File: config.mk
export PLATFORM = sky130hd
export DESIGN_NAME = nbsp_port
export DESIGN_NICKNAME = d
export VERILOG_FILES = /design/src/rtl/nbsp_pkg.sv /design/src/rtl/nbsp_port.sv
export VERILOG_INCLUDE_DIRS = /design/src /design/src/rtl
export SDC_FILE = /design/constraint.sdc
export NUM_CORES = 1
export LEC_CHECK = 0
export ABC_AREA = 1
export BUFFER_PORTS_ARGS = -buffer_cell sky130_fd_sc_hd__buf_4
export CORE_MARGIN = 1.5
export CORE_UTILIZATION = 55
export CTS_CLUSTER_DIAMETER = 150
export CTS_CLUSTER_SIZE = 8
export DETAILED_ROUTE_END_ITERATION = 16
export PLACE_DENSITY = 0.79
export SLEW_MARGIN = 25
export SYNTH_ARGS = -nofsm -noshare
export SYNTH_HDL_FRONTEND = slang
export SYNTH_SLANG_ARGS = --single-unit
File: constraint.sdc
create_clock -name clk_i -period 3.5 [get_ports clk_i]
set_clock_uncertainty 0.05 [all_clocks]
set_input_delay 0.35 -clock clk_i [delete_from_list [all_inputs] [get_ports clk_i]]
set_output_delay 0.35 -clock clk_i [all_outputs]
set_load 0.01 [all_outputs]
File: src/rtl/nbsp_consts.svh
// Offsets, reset values, field positions and counts of the serial port.
// Assumes inclusion by bare name from the package and the port module.
`ifndef NBSP_CONSTS_SVH
`define NBSP_CONSTS_SVH

// ***************************************
// Register indices (byte address = 4 x index)
// ***************************************
`define NBSP_IDX_PWR 8'h87
`define NBSP_IDX_CTRL 8'h98
`define NBSP_IDX_BUF 8'h99
`define NBSP_IDX_SLAVE_MATCH_ADDRESS 8'ha9
`define NBSP_IDX_SLAVE_MATCH_MASK 8'hb9

// ***************************************
// Reset values
// ***************************************
`define NBSP_RST_BYTE 8'h00
`define NBSP_RST_TXD 1'b1

// ***************************************
// Control register bit positions
// ***************************************
`define NBSP_B_MODE_HI 7
`define NBSP_B_MODE_LO 6
`define NBSP_B_FILT 5
`define NBSP_B_REN 4
`define NBSP_B_TB8 3
`define NBSP_B_RB8 2
`define NBSP_B_TI 1
`define NBSP_B_RI 0

// ***************************************
// Power control register bit positions
// ***************************************
`define NBSP_B_DOUBLE 7
`define NBSP_B_VIEW 6

// ***************************************
// Oversampling and framing counts
// ***************************************
`define NBSP_CNT_LAST 4'hf
`define NBSP_SMP_A 4'h7
`define NBSP_SMP_B 4'h8
`define NBSP_SMP_V 4'h9
`define NBSP_TX_BITS_M1 4'h9
`define NBSP_TX_BITS_M23 4'ha
`define NBSP_RX_BITS_M1 4'h9
`define NBSP_RX_BITS_M23 4'ha

// ***************************************
// Bus answers
// ***************************************
`define NBSP_RESP_OKAY 2'h0
`define NBSP_RESP_SLVERR 2'h2

`endif

File: src/rtl/nbsp_pkg.sv
// Types shared by the nine-bit asynchronous serial port.
// Assumes the constants header sits beside it in rtl/.
`include "nbsp_consts.svh"

package nbsp_pkg;

    // Serial control register as software sees it
    typedef struct packed {
        logic mode_select_high;
        logic mode_select_low;
        logic address_filter_enable;
        logic receive_enable;
        logic tx_ninth_bit;
        logic rx_ninth_bit;
        logic transmit_done_flag;
        logic receive_done_flag;
    } nbsp_ctrl_t;

    typedef enum logic [2:0] {
        NBSP_RX_IDLE = 3'b001,
        NBSP_RX_START = 3'b010,
        NBSP_RX_SHIFT = 3'b100
    } nbsp_rx_state_t;

endpackage : nbsp_pkg

File: src/rtl/nbsp_port.sv
// Nine-bit asynchronous serial port: modes 1, 2 and 3 with framing error
// and automatic address recognition, registers over AXI4-Lite.
// Assumes a single 100 MHz clock; baud_ovf_i is a one-cycle pulse from
// an outside timer, used as the baud source in modes 1 and 3.
//
// The AXI4-Lite interface to the registers was left to the implementer.
`timescale 1ns/100ps
`include "nbsp_consts.svh"

module nbsp_port
    import nbsp_pkg::*;
#(
    parameter int ADDR_W = 12
) (
    input wire logic clk_i,
    input wire logic rst_n_i,
    input wire logic baud_ovf_i,
    input wire logic rxd_i,
    output logic txd_o,
    input wire logic [ADDR_W-1:0] s_axi_awaddr,
    input wire logic s_axi_awvalid,
    output logic s_axi_awready,
    input wire logic [31:0] s_axi_wdata,
    input wire logic [3:0] s_axi_wstrb,
    input wire logic s_axi_wvalid,
    output logic s_axi_wready,
    output logic [1:0] s_axi_bresp,
    output logic s_axi_bvalid,
    input wire logic s_axi_bready,
    input wire logic [ADDR_W-1:0] s_axi_araddr,
    input wire logic s_axi_arvalid,
    output logic s_axi_arready,
    output logic [31:0] s_axi_rdata,
    output logic [1:0] s_axi_rresp,
    output logic s_axi_rvalid,
    input wire logic s_axi_rready
);

    // ***************************************
    // Register state
    // ***************************************
    nbsp_ctrl_t ctrl_ff;
    logic fe_ff;
    logic double_ff;
    logic view_ff;
    logic [7:0] slave_match_address_ff;
    logic [7:0] slave_match_mask_ff;
    logic [7:0] rx_buf_ff;

    // ***************************************
    // AXI4-Lite write path
    // ***************************************
    logic aw_hold_ff;
    logic w_hold_ff;
    logic [ADDR_W-1:0] awaddr_ff;
    logic [7:0] wbyte_ff;
    logic wlane_ff;
    logic wr_go;
    logic [7:0] wr_idx;
    logic wr_hit;

    assign wr_go = aw_hold_ff && w_hold_ff && !s_axi_bvalid;
    assign wr_idx = awaddr_ff[9:2];

    always_comb begin
        wr_hit = (awaddr_ff[ADDR_W-1:10] == '0) && (awaddr_ff[1:0] == 2'h0)
            && (wr_idx == `NBSP_IDX_PWR || wr_idx == `NBSP_IDX_CTRL
            || wr_idx == `NBSP_IDX_BUF || wr_idx == `NBSP_IDX_SLAVE_MATCH_ADDRESS
            || wr_idx == `NBSP_IDX_SLAVE_MATCH_MASK);
    end

    always_ff @(posedge clk_i) begin
        if (!rst_n_i) begin
            aw_hold_ff <= 1'b0;
            w_hold_ff <= 1'b0;
            awaddr_ff <= '0;
            wbyte_ff <= `NBSP_RST_BYTE;
            wlane_ff <= 1'b0;
            s_axi_awready <= 1'b0;
            s_axi_wready <= 1'b0;
            s_axi_bvalid <= 1'b0;
            s_axi_bresp <= `NBSP_RESP_OKAY;
        end else begin
            // Ready is offered one cycle ahead so each channel is taken once
            s_axi_awready <= !aw_hold_ff && !(s_axi_awvalid && s_axi_awready);
            s_axi_wready <= !w_hold_ff && !(s_axi_wvalid && s_axi_wready);
            if (s_axi_awvalid && s_axi_awready) begin
                aw_hold_ff <= 1'b1;
                awaddr_ff <= s_axi_awaddr;
            end
            if (s_axi_wvalid && s_axi_wready) begin
                w_hold_ff <= 1'b1;
                wbyte_ff <= s_axi_wdata[7:0];
                wlane_ff <= s_axi_wstrb[0];
            end
            if (wr_go) begin
                aw_hold_ff <= 1'b0;
                w_hold_ff <= 1'b0;
                s_axi_awready <= 1'b0;
                s_axi_wready <= 1'b0;
                s_axi_bvalid <= 1'b1;
                s_axi_bresp <= wr_hit ? `NBSP_RESP_OKAY : `NBSP_RESP_SLVERR;
            end else if (s_axi_bvalid && s_axi_bready) begin
                s_axi_bvalid <= 1'b0;
            end
        end
    end

    logic wr_en;
    assign wr_en = wr_go && wr_hit && wlane_ff;

    // ***************************************
    // AXI4-Lite read path
    // ***************************************
    logic [7:0] rd_idx;
    logic [7:0] rd_byte;
    logic rd_hit;

    assign rd_idx = s_axi_araddr[9:2];

    always_comb begin
        rd_hit = (s_axi_araddr[ADDR_W-1:10] == '0)
            && (s_axi_araddr[1:0] == 2'h0);
        rd_byte = 8'h00;
        unique case (rd_idx)
            `NBSP_IDX_PWR: rd_byte = {double_ff, view_ff, 6'h00};
            `NBSP_IDX_CTRL: begin
                rd_byte = ctrl_ff;
                rd_byte[`NBSP_B_MODE_HI] = view_ff ? fe_ff
                    : ctrl_ff.mode_select_high;
            end
            `NBSP_IDX_BUF: rd_byte = rx_buf_ff;
            `NBSP_IDX_SLAVE_MATCH_ADDRESS: rd_byte = slave_match_address_ff;
            `NBSP_IDX_SLAVE_MATCH_MASK: rd_byte = slave_match_mask_ff;
            default: rd_hit = 1'b0;
        endcase
    end

    always_ff @(posedge clk_i) begin
        if (!rst_n_i) begin
            s_axi_arready <= 1'b0;
            s_axi_rvalid <= 1'b0;
            s_axi_rdata <= 32'h0000_0000;
            s_axi_rresp <= `NBSP_RESP_OKAY;
        end else begin
            s_axi_arready <= !s_axi_rvalid && !s_axi_arready;
            if (s_axi_arvalid && s_axi_arready) begin
                s_axi_arready <= 1'b0;
                s_axi_rvalid <= 1'b1;
                s_axi_rdata <= {24'h00_0000, rd_hit ? rd_byte : 8'h00};
                s_axi_rresp <= rd_hit ? `NBSP_RESP_OKAY : `NBSP_RESP_SLVERR;
            end else if (s_axi_rvalid && s_axi_rready) begin
                s_axi_rvalid <= 1'b0;
            end
        end
    end

    // ***************************************
    // Baud ticks at sixteen times the bit rate
    // ***************************************
    logic async_mode;
    logic timed_mode;
    logic tick_src;
    logic half_ff;
    logic tick;

    assign async_mode = ctrl_ff.mode_select_high || ctrl_ff.mode_select_low;
    // Mode 1 and 3 use the timer, mode 2 the clock itself
    assign timed_mode = ctrl_ff.mode_select_low;
    assign tick_src = timed_mode ? baud_ovf_i : 1'b1;
    // Baud double passes every source pulse, otherwise every second one
    assign tick = tick_src && (double_ff || half_ff);

    always_ff @(posedge clk_i) begin
        if (!rst_n_i) begin
            half_ff <= 1'b0;
        end else if (tick_src) begin
            half_ff <= !half_ff;
        end
    end

    // ***************************************
    // Transmitter
    // ***************************************
    logic [3:0] tx_div_ff;
    logic tx_roll;
    logic tx_pend_ff;
    logic tx_busy_ff;
    logic [9:0] tx_sh_ff;
    logic [3:0] tx_left_ff;
    logic [7:0] tx_data_ff;
    logic ti_set;
    logic buf_wr;

    assign tx_roll = tick && (tx_div_ff == `NBSP_CNT_LAST);
    assign buf_wr = wr_en && wr_idx == `NBSP_IDX_BUF && async_mode;

    always_ff @(posedge clk_i) begin
        if (!rst_n_i) begin
            tx_div_ff <= 4'h0;
        end else if (tick) begin
            tx_div_ff <= tx_div_ff + 4'h1;
        end
    end

    always_ff @(posedge clk_i) begin
        if (!rst_n_i) begin
            tx_pend_ff <= 1'b0;
            tx_busy_ff <= 1'b0;
            tx_sh_ff <= '1;
            tx_left_ff <= 4'h0;
            tx_data_ff <= `NBSP_RST_BYTE;
            txd_o <= `NBSP_RST_TXD;
            ti_set <= 1'b0;
        end else begin
            ti_set <= 1'b0;
            if (buf_wr) begin
                tx_data_ff <= wbyte_ff;
                tx_pend_ff <= 1'b1;
            end
            if (tx_roll) begin
                if (tx_pend_ff && !tx_busy_ff && !buf_wr) begin
                    tx_pend_ff <= 1'b0;
                    tx_busy_ff <= 1'b1;
                    txd_o <= 1'b0;
                    // Mode 1 loads a stop in the ninth slot and one spare that is never sent
                    if (ctrl_ff.mode_select_high) begin
                        tx_sh_ff <= {1'b1, ctrl_ff.tx_ninth_bit,
                            tx_data_ff};
                        tx_left_ff <= `NBSP_TX_BITS_M23;
                    end else begin
                        tx_sh_ff <= {2'b11, tx_data_ff};
                        tx_left_ff <= `NBSP_TX_BITS_M1;
                    end
                end else if (tx_busy_ff) begin
                    if (tx_left_ff == 4'h0) begin
                        tx_busy_ff <= 1'b0;
                    end else begin
                        txd_o <= tx_sh_ff[0];
                        tx_sh_ff <= {1'b1, tx_sh_ff[9:1]};
                        tx_left_ff <= tx_left_ff - 4'h1;
                        // Flag rises as the stop bit goes out
                        ti_set <= (tx_left_ff == 4'h1);
                    end
                end
            end
        end
    end

    // ***************************************
    // Receiver
    // ***************************************
    nbsp_rx_state_t rx_state_ff;
    logic rxd_prev_ff;
    logic [3:0] rx_div_ff;
    logic [3:0] rx_left_ff;
    logic smp_a_ff;
    logic smp_b_ff;
    logic vote;
    logic vote_now;
    logic [8:0] rx_sh_ff;
    logic ri_set;
    logic rb8_val;
    logic fe_set;
    logic given_ok;
    logic bcast_ok;
    logic [7:0] bcast;
    logic [7:0] rx_byte;
    logic qual_bit;
    logic accept;

    assign vote_now = tick && rx_div_ff == `NBSP_SMP_V;
    assign vote = (smp_a_ff & smp_b_ff) | (smp_a_ff & rxd_i)
        | (smp_b_ff & rxd_i);

    // Modes 2, 3: ninth in [8], byte in [7:0]; mode 1: byte in [8:1]
    assign rx_byte = ctrl_ff.mode_select_high ? rx_sh_ff[7:0]
        : rx_sh_ff[8:1];
    assign rb8_val = ctrl_ff.mode_select_high ? rx_sh_ff[8] : vote;
    assign given_ok = ((rx_byte ^ slave_match_address_ff) & slave_match_mask_ff) == 8'h00;
    assign bcast = slave_match_address_ff | slave_match_mask_ff;
    assign bcast_ok = ((rx_byte ^ bcast) & bcast) == 8'h00;
    assign qual_bit = rb8_val;
    assign accept = !ctrl_ff.receive_done_flag
        && (!ctrl_ff.address_filter_enable
        || (qual_bit && (given_ok || bcast_ok)));

    always_ff @(posedge clk_i) begin
        if (!rst_n_i) begin
            rx_state_ff <= NBSP_RX_IDLE;
            rxd_prev_ff <= 1'b1;
            rx_div_ff <= 4'h0;
            rx_left_ff <= 4'h0;
            smp_a_ff <= 1'b1;
            smp_b_ff <= 1'b1;
            rx_sh_ff <= '0;
            rx_buf_ff <= `NBSP_RST_BYTE;
            ri_set <= 1'b0;
            fe_set <= 1'b0;
        end else begin
            ri_set <= 1'b0;
            fe_set <= 1'b0;
            if (tick) begin
                rxd_prev_ff <= rxd_i;
                rx_div_ff <= rx_div_ff + 4'h1;
                if (rx_div_ff == `NBSP_SMP_A) begin
                    smp_a_ff <= rxd_i;
                end
                if (rx_div_ff == `NBSP_SMP_B) begin
                    smp_b_ff <= rxd_i;
                end
            end
            unique case (rx_state_ff)
                NBSP_RX_IDLE: begin
                    if (tick && async_mode && ctrl_ff.receive_enable
                        && rxd_prev_ff && !rxd_i) begin
                        rx_div_ff <= 4'h1;
                        rx_state_ff <= NBSP_RX_START;
                    end
                end
                NBSP_RX_START: begin
                    if (vote_now) begin
                        if (vote) begin
                            rx_state_ff <= NBSP_RX_IDLE;
                        end else begin
                            rx_state_ff <= NBSP_RX_SHIFT;
                            rx_left_ff <= ctrl_ff.mode_select_high
                                ? `NBSP_RX_BITS_M23 : `NBSP_RX_BITS_M1;
                        end
                    end
                end
                NBSP_RX_SHIFT: begin
                    if (vote_now) begin
                        rx_left_ff <= rx_left_ff - 4'h1;
                        if (rx_left_ff == 4'h1) begin
                            // Middle of stop bit: decide, then search again
                            rx_state_ff <= NBSP_RX_IDLE;
                            fe_set <= !vote;
                            if (accept) begin
                                rx_buf_ff <= rx_byte;
                                ri_set <= 1'b1;
                            end
                        end else begin
                            rx_sh_ff <= {vote, rx_sh_ff[8:1]};
                        end
                    end
                end
            endcase
        end
    end

    // ***************************************
    // Control, power and address registers
    // ***************************************
    logic ctrl_wr;
    assign ctrl_wr = wr_en && wr_idx == `NBSP_IDX_CTRL;

    always_ff @(posedge clk_i) begin
        if (!rst_n_i) begin
            ctrl_ff <= `NBSP_RST_BYTE;
            fe_ff <= 1'b0;
        end else begin
            if (ctrl_wr) begin
                ctrl_ff <= wbyte_ff;
                if (view_ff) begin
                    ctrl_ff.mode_select_high <= ctrl_ff.mode_select_high;
                    fe_ff <= wbyte_ff[`NBSP_B_MODE_HI];
                end
            end
            // Hardware sets win over a clearing write in the same cycle
            if (ti_set) begin
                ctrl_ff.transmit_done_flag <= 1'b1;
            end
            if (ri_set) begin
                ctrl_ff.receive_done_flag <= 1'b1;
                ctrl_ff.rx_ninth_bit <= rb8_val;
            end
            if (fe_set) begin
                fe_ff <= 1'b1;
            end
        end
    end

    always_ff @(posedge clk_i) begin
        if (!rst_n_i) begin
            double_ff <= 1'b0;
            view_ff <= 1'b0;
            slave_match_address_ff <= `NBSP_RST_BYTE;
            slave_match_mask_ff <= `NBSP_RST_BYTE;
        end else if (wr_en) begin
            if (wr_idx == `NBSP_IDX_PWR) begin
                double_ff <= wbyte_ff[`NBSP_B_DOUBLE];
                view_ff <= wbyte_ff[`NBSP_B_VIEW];
            end
            if (wr_idx == `NBSP_IDX_SLAVE_MATCH_ADDRESS) begin
                slave_match_address_ff <= wbyte_ff;
            end
            if (wr_idx == `NBSP_IDX_SLAVE_MATCH_MASK) begin
                slave_match_mask_ff <= wbyte_ff;
            end
        end
    end

endmodule : nbsp_port
==> summary.md, run 1 <==
| Metric | Value |
|---|---|
| Post-CTS resize count | 0 |
| Die height | 110 um |
| Ant diodes | 0 |
| Endpoints failing setup | 0 |
| Worst-skew pair later-pin latency | 410 ps |
| Clk slew on worst S/H paths | 60 ps |
| CP startpoint kind | flip-flop |
| DP HPWL | around 10000 um |
| Proportion of layout cells with a drive suffix above 1 | 0.157 |
| 1st-iter DRT viols | 359 |
| Fin crit share | 0.640 |
| CTS H-tree lvls | 4 |
| Max Cap Viol | 0 |
| Vias | 5700 |
| Largest net degree at the start of global routing | 95 |
| Starting density of the core | 0.573 |
| CP max FO | 15 |
| Yosys reg bits | 128 |
| Drt total wl | roughly 15000 um |
| Comb pwr share | 0.058 |
| Max Fclk | 446 MHz |
| Postcts setup bufs | 0 |
| VDD IR max | 0.487 mV |
| Post-Syn Area | around 0.0063 sq mm |
| Synth Instances | 868 |
| Leakage power | 3.09 nW |
| GRT Overall Usage | 0.260 |
| Relative slew slack | 0.430 |
| Most frequent cell after synthesis | nand2_1 |
| Final ANT Viol Nets | 0 |
| First-pass GRT wire length | 24500 um |
| Area Overhead vs Synth | 14.6% |
| Clock sink count | 128 |
| Fin nets | 990 |
| Synth cell types | 44 |
| Row count | 38 |
| Top post-synthesis cells by area | dfxtp_1 (41%), nand2_1 (10%), a21oi_1 (6.7%), o21ai_0 (6.2%), nand3_1 (6.1%) |
| Synth async-reset ratio | 0 |
| Sw frac | 0.232 |
| Pins Over Slew Limit | 0 |
| Post-synth EDFFs | 0 |
| Hold WC Path Type | input pin to flip-flop |
| Worst slack at placement | 1260 ps |
| Status | finished clean |
| Area after DPL | 0.00664 sq mm |
| Worst slew pin tran | 854 ps |
| Wl on met1 | 6600 um |
| RSZ-0062 raised after global routing | no |
| CP arrival | 2490 ps |
| Post-synth top area cell | dfxtp_1 |
| Most common library cells after synthesis | nand2_1 (169), dfxtp_1 (128), inv_1 (89) |
| CTS Hold Bufs | 0 |
| # IOs | 111 |
| Main synth FF type | dfxtp_1 |
| Top routing layer used | met4 |
| GRT Residual Overflow | 0 |
| Core ar. | 0.0110 sq mm |
| Sequential cell area fraction in the yosys report | 0.406 |
| Placer Congestion | 0.916 |
| DRC Markers | 0 |
| Sequential power share | 0.430 |
| Req. time, crit path | 3750 ps |
| Width of the die | 110 um |
| Routed wl met2 | between 6000 and 7000 um |
| TritonCTS clock tree | done |
| Met3 routed WL | roughly 1000 um |
| DIE AREA | 0.0121 sq mm |
| CTS Buf Count | 17 |
| Number of global-route vias before repair | roughly 5.3k |
| Pre-Repair DR Iteration Count | 6 |
| Clk root buf | clkbuf_16 |
| Wire length per cell | 14.0 um |
| YS warnings | 0 |
| Post-synthesis average cell area | 7.28 sq um |
| Critical path capture point type | flip-flop |
| Setup ws final | 1260 ps |
| Sw Pwr | 819 uW |
| I/O Buffers | 57 |
| Fin area | roughly 0.0072 sq mm |
| Via density | ~5.4 |
| Internal power | ~2.7 mW |
| Min Tclk post-route | 2240 ps |
| Final hold violations | 0 |
| PwrDens | 487 mW/mm^2 |
| Worst setup path category | flip-flop to flip-flop |
| Total negative setup slack | 0 ps |
| Clock group share of total power | 0.511 |
| Synth top area share | 0.406 |
| Clock buffer depth | 2 |
| Initial antenna violation count | 0 |
metal layers:
| layer | track usage | vias to the layer above |
|---|---|---|
| li1 | - | 2890 |
| met2 | 0.430 | 186 |
| met1 | 0.330 | 2590 |
| met4 | 0.0998 | 0 |
| met3 | 0.0594 | 34 |
| met5 | 0 | - |
power by group through the flow:
stage                     Combinational [mW]  Sequential [mW]  Clock [mW]
after detailed placement               0.205             1.55           0
final                                  0.206             1.52        1.80
after global placement                 0.200             1.55           0
after CTS                              0.206             1.52        1.82
after global routing                   0.233             1.52        1.88
after floorplan                        0.149             1.55           0
registers in the layout (all words and copies together) (netlist names), 3 cells and up:
signal	cells
ctrl_ff	7
tx_div_ff	4
slave_match_mask_ff	8
rx_sh_ff	9
s_axi_rdata	8
slave_match_address_ff	8
tx_data_ff	8
rx_left_ff	4
rx_buf_ff	8
awaddr_ff	12
rx_state_ff	3
rx_div_ff	4
tx_sh_ff	9
tx_left_ff	4
wbyte_ff	8
placed cells by master (no fill, tap or decap), types with 15 or more instances in the layout:
cell and n:
inv_1 88, buf_4 59, o21ai_0 78, dfxtp_1 128
nand2_1 169, a21oi_1 85, nand4_1 15, conb_1 26
nand3_1 77, nor2_1 60, clkbuf_16 17
kinds of logic after synthesis:
kind of cell	share of synthesized area
xor+xnor	0.00555
compound gates	0.168
flops	0.406
buf+inv	0.122
other cells	0.000594
fa+ha+maj	0.0178
simple gates	0.280
per-stage QoR:
stage	cells	utilization	hold WS, ps	total power, mW
after detailed placement	1033	0.602	359	1.75
after global placement	1033	0.602	357	1.75
after CTS	1065	0.657	119	3.54
final	1065	0.657	127	3.53
after floorplan	893	-	351	1.69
after global routing	1065	0.657	136	3.64
final cells by class:
| type | instances | area, sq um |
|---|---|---|
| timing repair buffer | 59 | 443 |
| fill | 990 | 3790 |
| multi-input combinational | 607 | 3080 |
| inverter | 99 | 377 |
| sequential | 128 | 2560 |
| clock buffer | 19 | 443 |
| tap | 140 | 175 |
| clock inverter | 13 | 163 |
final timing paths:
path                                              start                        end  slack (ps)  cells past startpoint
worst min register to register  aw_hold_ff$_SDFFE_PP0P_   s_axi_awready$_SDFF_PP0_         370                      1
worst max register to register  timed_mode$_SDFFE_PN0P_   rx_sh_ff[8]$_SDFFE_PN0P_        1260                     10
worst max-delay path            timed_mode$_SDFFE_PN0P_   rx_sh_ff[8]$_SDFFE_PN0P_        1260                     10
worst min-delay path                       s_axi_bready  s_axi_bvalid$_SDFFE_PN0P_         130                      4
worst max-delay path, stage by stage, from the launching register on:
cell	delay [ps]
dfxtp_1	330
inv_2	90
nor2_2	60
a21oi_4	280
inv_4	120
nor2_4	160
inv_1	80
nor2_2	460
inv_1	230
o21ai_0	200
a21oi_1	60
Note: power is estimated with default switching activity, not from simulation.
==> run 2, diff against run 1 <==
Settings changed: ABC_AREA 1 to 0.
Clock period 3.5 ns to 2.1 ns, I/O delays scaled along.
==> summary.md, run 2 <==
| Metric | Value |
|---|---|
| Status | finished, violations left |
| Failing checks | setup timing |
| Width of the die | 110 um (-0.55%) |
| Clk slew on worst S/H paths | 50 ps (about the same) |
| Final hold violations | 0 (unchanged) |
| Max reg flops | 12 (unchanged) |
| DIE AREA | 0.0120 sq mm (-1.1%) |
| CP arrival | 2390 ps (-100 ps) |
| Max Fclk | 469 MHz (+5.0%) |
| Relative slew slack | 0.645 (+0.214) |
| TritonCTS clock tree | done |
| CP startpoint kind | flip-flop |
| Initial antenna violation count | 0 (unchanged) |
| # IOs | 111 (unchanged) |
| Clock buffer depth | 2 (unchanged) |
| GRT Residual Overflow | 0 (unchanged) |
| DP HPWL | 10200 um (+1.2%) |
| DRC Markers | 0 (unchanged) |
| Critical path capture point type | flip-flop |
| Post-synth top area cell | dfxtp_1 |
| CTS Buf Count | 17 (unchanged) |
| Ant diodes | 0 (unchanged) |
| 1st-iter DRT viols | 236 (-34%) |
| Synth async-reset ratio | 0 (unchanged) |
| GRT Overall Usage | 0.260 (-0.000285) |
| Vias | 5199 (-8.8%) |
| I/O Buffers | 57 (unchanged) |
| Min Tclk post-route | 2130 ps (-107 ps) |
| VDD IR max | 0.638 mV (+31%) |
| Fin crit share | 1.02 (+0.376) |
| CTS H-tree lvls | 4 (unchanged) |
| Row count | 38 (unchanged) |
| Hold_sp | s_axi_awaddr[4] |
| Largest net degree at the start of global routing | 59 (-38%) |
| Top Registers | awaddr_ff x12, rx_sh_ff x9, tx_sh_ff x9 |
| Placer Congestion | 0.913 (-0.35%) |
| PwrDens | 759 mW/mm^2 (+56%) |
| Area Overhead vs Synth | 27.2% |
| YS warnings | 0 (unchanged) |
| Hold WC Path Type | input pin to flip-flop |
| Via density | 5.55 (+3.7%) |
| Worst slew pin tran | 528 ps (-326 ps) |
| Synth Instances | 678 (-22%) |
| Leakage power | 3.38 nW (+9.3%) |
| Yosys reg bits | 128 (unchanged) |
| Setup ws final | -32.9 ps (-1290 ps) |
| Synth top area share | 0.410 (+0.00463) |
| RSZ-0062 raised after global routing | yes |
| First-pass GRT wire length | 24100 um (-1.5%) |
| Post-synthesis average cell area | 9.21 sq um (+27%) |
| Final ANT Viol Nets | 0 (unchanged) |
| Most common library cells after synthesis | dfxtp_1 (128), nand2_1 (73), mux2i_1 (56) |
| Sequential cell area fraction in the yosys report | 0.410 (+0.00463) |
| Commonest non-fill, non-tap cell in the layout | dfxtp_1 |
| Worst slack at placement | -206 ps (-1470 ps) |
| Pre-Repair DR Iteration Count | 5 (-1) |
| Crit path launch | ctrl_ff[7]$_SDFFE_PN0P_ |
| Core ar. | 0.0109 sq mm (-0.86%) |
| Max Cap Viol | 0 (unchanged) |
| # placed instances | 889 (-14%) |
| Worst reg2reg path startpoint | ctrl_ff[7]$_SDFFE_PN0P_ |
| Top post-synthesis cells by area | dfxtp_1 (41%), mux2i_1 (9.0%), nor2b_1 (5.5%), nand2_1 (4.4%), a21boi_0 (3.6%) |
| Post-synth EDFFs | 0 (unchanged) |
| Pins Over Slew Limit | 0 (unchanged) |
| Main synth FF type | dfxtp_1 |
| Post-Syn Area | 0.00625 sq mm (-1.1%) |
| Worst-skew pair later-pin latency | 420 ps (about the same) |
| Endpoints failing setup | 9 (+9) |
| Synth cell types | 63 (+43%) |
| Worst setup path category | flip-flop to flip-flop |
| Most frequent cells in the layout | dfxtp_1 (122), buf_4 (108), nand2_1 (73), nor2b_1 (55), mux2i_1 (55) |
| Number of fill cells | 808 (-18%) |
| Drt total wl | 14700 um (-0.94%) |
| Starting density of the core | 0.571 (-0.00154) |
| Die height | 110 um (-0.55%) |
| CP max FO | 7 (-8) |
| Largest register by flop count | awaddr_ff |
| Clk root buf | clkbuf_16 |
| Wire length per cell | 15.7 um (+13%) |
| Clock sink count | 128 (unchanged) |
| Non-filler instance count after layout | 937 (-12%) |
| Number of global-route vias before repair | 5164 (-3.2%) |
| Proportion of layout cells with a drive suffix above 1 | 0.236 (+0.0791) |
| Fin nets | 865 (-13%) |
| Most frequent cell after synthesis | dfxtp_1 |
| Req. time, crit path | 2360 ps (-1390 ps) |
[run 2: worst paths after layout]
kind,end,slack [ps],cells after the start
min,awaddr_ff[4]$_SDFFE_PN0P_,8,3
max reg2reg,rx_buf_ff[1]$_SDFFE_PN0P_,-30,7
min reg2reg,fe_ff$_SDFFE_PN0P_,400,1
max,rx_buf_ff[1]$_SDFFE_PN0P_,-30,7
[run 2: timing repair]
action,4_1_cts,5_1_grt
gates cloned,1,1
resized for setup,13,17
setup endpoints to repair,14,23
hold endpoints to repair,14,0
hold buffers,12,0
pin swaps,3,5
buffers inserted,1,4
[run 2: kinds of logic (layout without fill, tap and decap cells)]
group,count (synthesis),in the layout,synth area share
adders and majority gates,10,10,0.0196
AOI/OAI and AO/OA,118,119,0.142
xor gates and xnor gates,14,14,0.0196
and+or+nand+nor,265,265,0.231
DFF,128,128,0.410
buffers and inverters,73,166,0.0633
muxes,69,69,0.114
other,1,26,0.000600
[run 2: final cells by class]
type,count,area (sq um),share of cell area
inverters,12,45.0,0.00567
well taps,140,175,0.0220
multi-input cells,503,3520,0.443
clock buffers,18,439,0.0553
repair buffers,125,1000,0.126
flip-flops and latches,128,2570,0.324
clock inverters,11,190,0.0239
[run 2: metrics by stage]
stage / power [mW] / hold WS, ps / cell area [sq um] / setup TNS [ps] / util
2_1_floorplan: 2.78 / 284 / 6380 / -67.8 / -
3_3_place_gp: 2.88 / 380 / 7010 / -1690 / 0.641
3_5_place_dp: 2.89 / 377 / 7010 / -1900 / 0.641
4_1_cts: 6.06 / 0.286 / 7860 / -40.5 / 0.719
5_1_grt: 6.23 / 10.6 / 7950 / -852 / 0.727
6_report: 6.03 / 8.49 / 7950 / -135 / 0.727
[run 2: critical path: stages, from the launching register on]
cell and delay, ps:
dfxtp_4 390, mux2_4 320, xor2_1 170, a2111oi_4 350, buf_4 190, a31oi_4 130, o31a_1 310, o21a_1 110
[run 2: power breakdown]
part / internal (mW) / switching (mW)
clock: 2.11 / 1.05
sequential: 2.48 / 0.0423
combinational: 0.184 / 0.170
[run 2: metal layers]
layer  wire (um)  track usage  up-vias  part of all wire
met5           0            0        -                 0
met4         281        0.109        0             0.019
met3         705       0.0622       22             0.048
met2        7470        0.457      148              0.51
met1        6270        0.299     2474              0.43
li1            -            -     2555                 -
==> run 3, diff against run 2 <==
--- a/config.mk
+++ b/config.mk
@@ -14,5 +14,6 @@
 export CTS_CLUSTER_SIZE = 8
 export DETAILED_ROUTE_END_ITERATION = 16
-export PLACE_DENSITY = 0.79
+export PLACE_DENSITY = 0.77
+export REMOVE_ABC_BUFFERS = 1
 export SLEW_MARGIN = 25
 export SYNTH_ARGS = -nofsm -noshare
--- a/constraint.sdc
+++ b/constraint.sdc
@@ -3,3 +3,3 @@
 set_input_delay 0.21 -clock clk_i [delete_from_list [all_inputs] [get_ports clk_i]]
 set_output_delay 0.21 -clock clk_i [all_outputs]
-set_load 0.01 [all_outputs]
+set_load 0.1 [all_outputs]
==> summary.md, run 3 (synthesis gave the netlist of run 2 again) <==
| Metric | Value |
|---|---|
| VDD IR max | 0.631 mV (-1.1%) |
| Worst slack at placement | -210 ps (-4.04 ps) |
| Fin crit share | 1.03 (+0.0112) |
| R2R Setup Slk | -60 ps (-20 ps) |
| Clock buffer depth | 2 (unchanged) |
| Worst-skew pair later-pin latency | 420 ps (about the same) |
| Most frequent cells in the layout | dfxtp_1 (122), buf_4 (118), nand2_1 (72), nor2b_1 (55), mux2i_1 (55) |
| Hold WC Path Type | input pin to flip-flop |
| Final hold violations | 0 (unchanged) |
| Number of fill cells | 781 (-3.3%) |
| CP Cell Sequence | mux2_4 > mux2i_2 > a2111oi_4 > buf_4 > a31oi_4 > o31a_1 > o21a_1 |
| GRT Residual Overflow | 0 (unchanged) |
| Die height | 110 um (unchanged) |
| Wire length per cell | 15.8 um (+0.74%) |
| # IOs | 111 (unchanged) |
| Area Overhead vs Synth | 29.4% |
| PwrDens | 786 mW/mm^2 (+3.6%) |
| I/O Buffers | 57 (unchanged) |
| Ant diodes | 0 (unchanged) |
| Max Cap Viol | 0 (unchanged) |
| Pre-Repair DR Iteration Count | 5 (unchanged) |
| Total negative setup slack | -146 ps (-11.0 ps) |
| Crit path launch | ctrl_ff[7]$_SDFFE_PN0P_ |
| Width of the die | 110 um (unchanged) |
| Min Tclk post-route | 2160 ps (+23.5 ps) |
| RSZ-0062 raised after global routing | yes |
| Initial antenna violation count | 0 (unchanged) |
| CP max stage delay | 390 ps (about the same) |
| Cells on worst reg2reg path | 7 (unchanged) |
| DP HPWL | 9960 um (-2.5%) |
| Critical path capture point type | flip-flop |
| CP max FO | 6 (-1) |
| Largest register by flop count | awaddr_ff |
| Clk root buf | clkbuf_16 |
| Endpoints failing setup | 8 (-1) |
| CTS H-tree lvls | 4 (unchanged) |
| Req. time, crit path | 2360 ps (about the same) |
| Max reg flops | 12 (unchanged) |
| Drt total wl | 15100 um (+2.2%) |
| Via density | 5.54 (-0.20%) |
| Clock sink count | 128 (unchanged) |
| Clk slew on worst S/H paths | 60 ps (about the same) |
| Pins Over Slew Limit | 0 (unchanged) |
| GRT Overall Usage | 0.259 (-0.000592) |
| Setup ws final | -56.4 ps (-23.5 ps) |
| Worst setup path category | flip-flop to flip-flop |
| Vias | 5266 (+1.3%) |
| Largest net degree at the start of global routing | 54 (-8.5%) |
| CP arrival | 2410 ps (+20 ps) |
| DIE AREA | 0.0120 sq mm (unchanged) |
| CTS Buf Count | 17 (unchanged) |
| First-pass GRT wire length | 23900 um (-1.1%) |
| Row count | 38 (unchanged) |
| Fin nets | 876 (+1.3%) |
| Crit path capture | rx_buf_ff[5]$_SDFFE_PN0P_ |
| Proportion of layout cells with a drive suffix above 1 | 0.252 (+0.0157) |
| Placer Congestion | 0.948 (+3.8%) |
| Reg area | 0.00257 sq mm (unchanged) |
| Starting density of the core | 0.571 (unchanged) |
| CP startpoint kind | flip-flop |
| Slowest cell on the critical path | dfxtp_4 |
| Max Fclk | 464 MHz (-1.1%) |
| R2R Path End | rx_buf_ff[5]$_SDFFE_PN0P_ |
| Leakage power | 3.43 nW (+1.5%) |
| Worst reg2reg path startpoint | ctrl_ff[7]$_SDFFE_PN0P_ |
| Multi-input logic area | 0.00358 sq mm (+1.7%) |
| Finished Core Util | 0.739 (+0.0124) |
| DRC Markers | 0 (unchanged) |
| Number of global-route vias before repair | 4997 (-3.2%) |
| Failing checks | setup timing |
| Core ar. | 0.0109 sq mm (unchanged) |
| 1st-iter DRT viols | 250 (+5.9%) |
| TritonCTS clock tree | done |
| Commonest non-fill, non-tap cell in the layout | dfxtp_1 |
| Top Registers | awaddr_ff x12, rx_sh_ff x9, tx_sh_ff x9 |
| Final ANT Viol Nets | 0 (unchanged) |
| Status | finished, violations left |
## run 3: cell count changes in the layout (fill, tap and decap cells not counted), moves of 2 or more
cell and delta:
mux2_4 +6, buf_6 -2, buf_4 +10, mux2_2 -5
## run 3: layout make-up
class,count,area share
Clock inverter,13,0.0260
Clock buffer,19,0.0548
Inverter,12,0.00557
Sequential cell,128,0.318
Tap cell,140,0.0217
Timing Repair Buffer,134,0.131
Multi-Input combinational cell,505,0.443
## run 3: worst min path at each step
stage	endpoint	slack (ps)	startpoint	depth (start not counted)
after global routing	awaddr_ff[0]$_SDFFE_PN0P_	10	s_axi_awaddr[0]	3
after CTS	wbyte_ff[6]$_SDFFE_PN0P_	0.7	s_axi_wdata[6]	3
final	awaddr_ff[0]$_SDFFE_PN0P_	0.8	s_axi_awaddr[0]	3
after floorplan	smp_a_ff$_SDFFE_PN1P_	220	rst_n_i	1
after detailed placement	ctrl_ff[1]$_SDFFE_PN0P_	380	ti_set$_SDFF_PP0_	1
after global placement	ctrl_ff[1]$_SDFFE_PN0P_	370	ti_set$_SDFF_PP0_	1
## run 3: what timing repair did
action / in CTS / in global routing
endpoints found under the hold margin: 13 / 1
setup buffers: 1 / 9
gates cloned: 2 / 2
setup endpoints to repair: 18 / 24
resized for setup: 21 / 23
hold buffers: 11 / 1
pin swaps: 6 / 13
## run 3: critical path: cells and delay by family (launching register included)
kind | cells | cell delay (ps)
AO/OA/AOI/OAI | 4 | 890
buffers and inverters | 1 | 190
flip-flops | 1 | 390
multiplexers | 2 | 520
## run 3: per-layer routing
layer / up-vias / share of wire / global-route usage
met2: 179 / 0.49 / 0.444
li1: 2588 / - / -
met5: - / 0 / 0
met4: 0 / 0.021 / 0.103
met3: 27 / 0.054 / 0.0581
met1: 2472 / 0.44 / 0.315
## run 3: through the flow
| stage | hold WS [ps] | power (mW) | area [sq um] | std cells |
|---|---|---|---|---|
| 2_1_floorplan | 222 | 2.95 | 5990 | 642 |
| 3_3_place_gp | 375 | 3.12 | 7010 | 893 |
| 3_5_place_dp | 376 | 3.14 | 7010 | 893 |
| 4_1_cts | 0.712 | 6.37 | 7910 | 939 |
| 5_1_grt | 11.0 | 6.54 | 8080 | 951 |
| 6_report | 0.777 | 6.36 | 8080 | 951 |
## run 3: where the power goes
| group | switching, mW | leakage, nW | internal [mW] |
|---|---|---|---|
| Clock | 1.10 | 0.302 | 2.14 |
| Combinational | 0.411 | 2.09 | 0.190 |
| Sequential | 0.0434 | 1.04 | 2.48 |
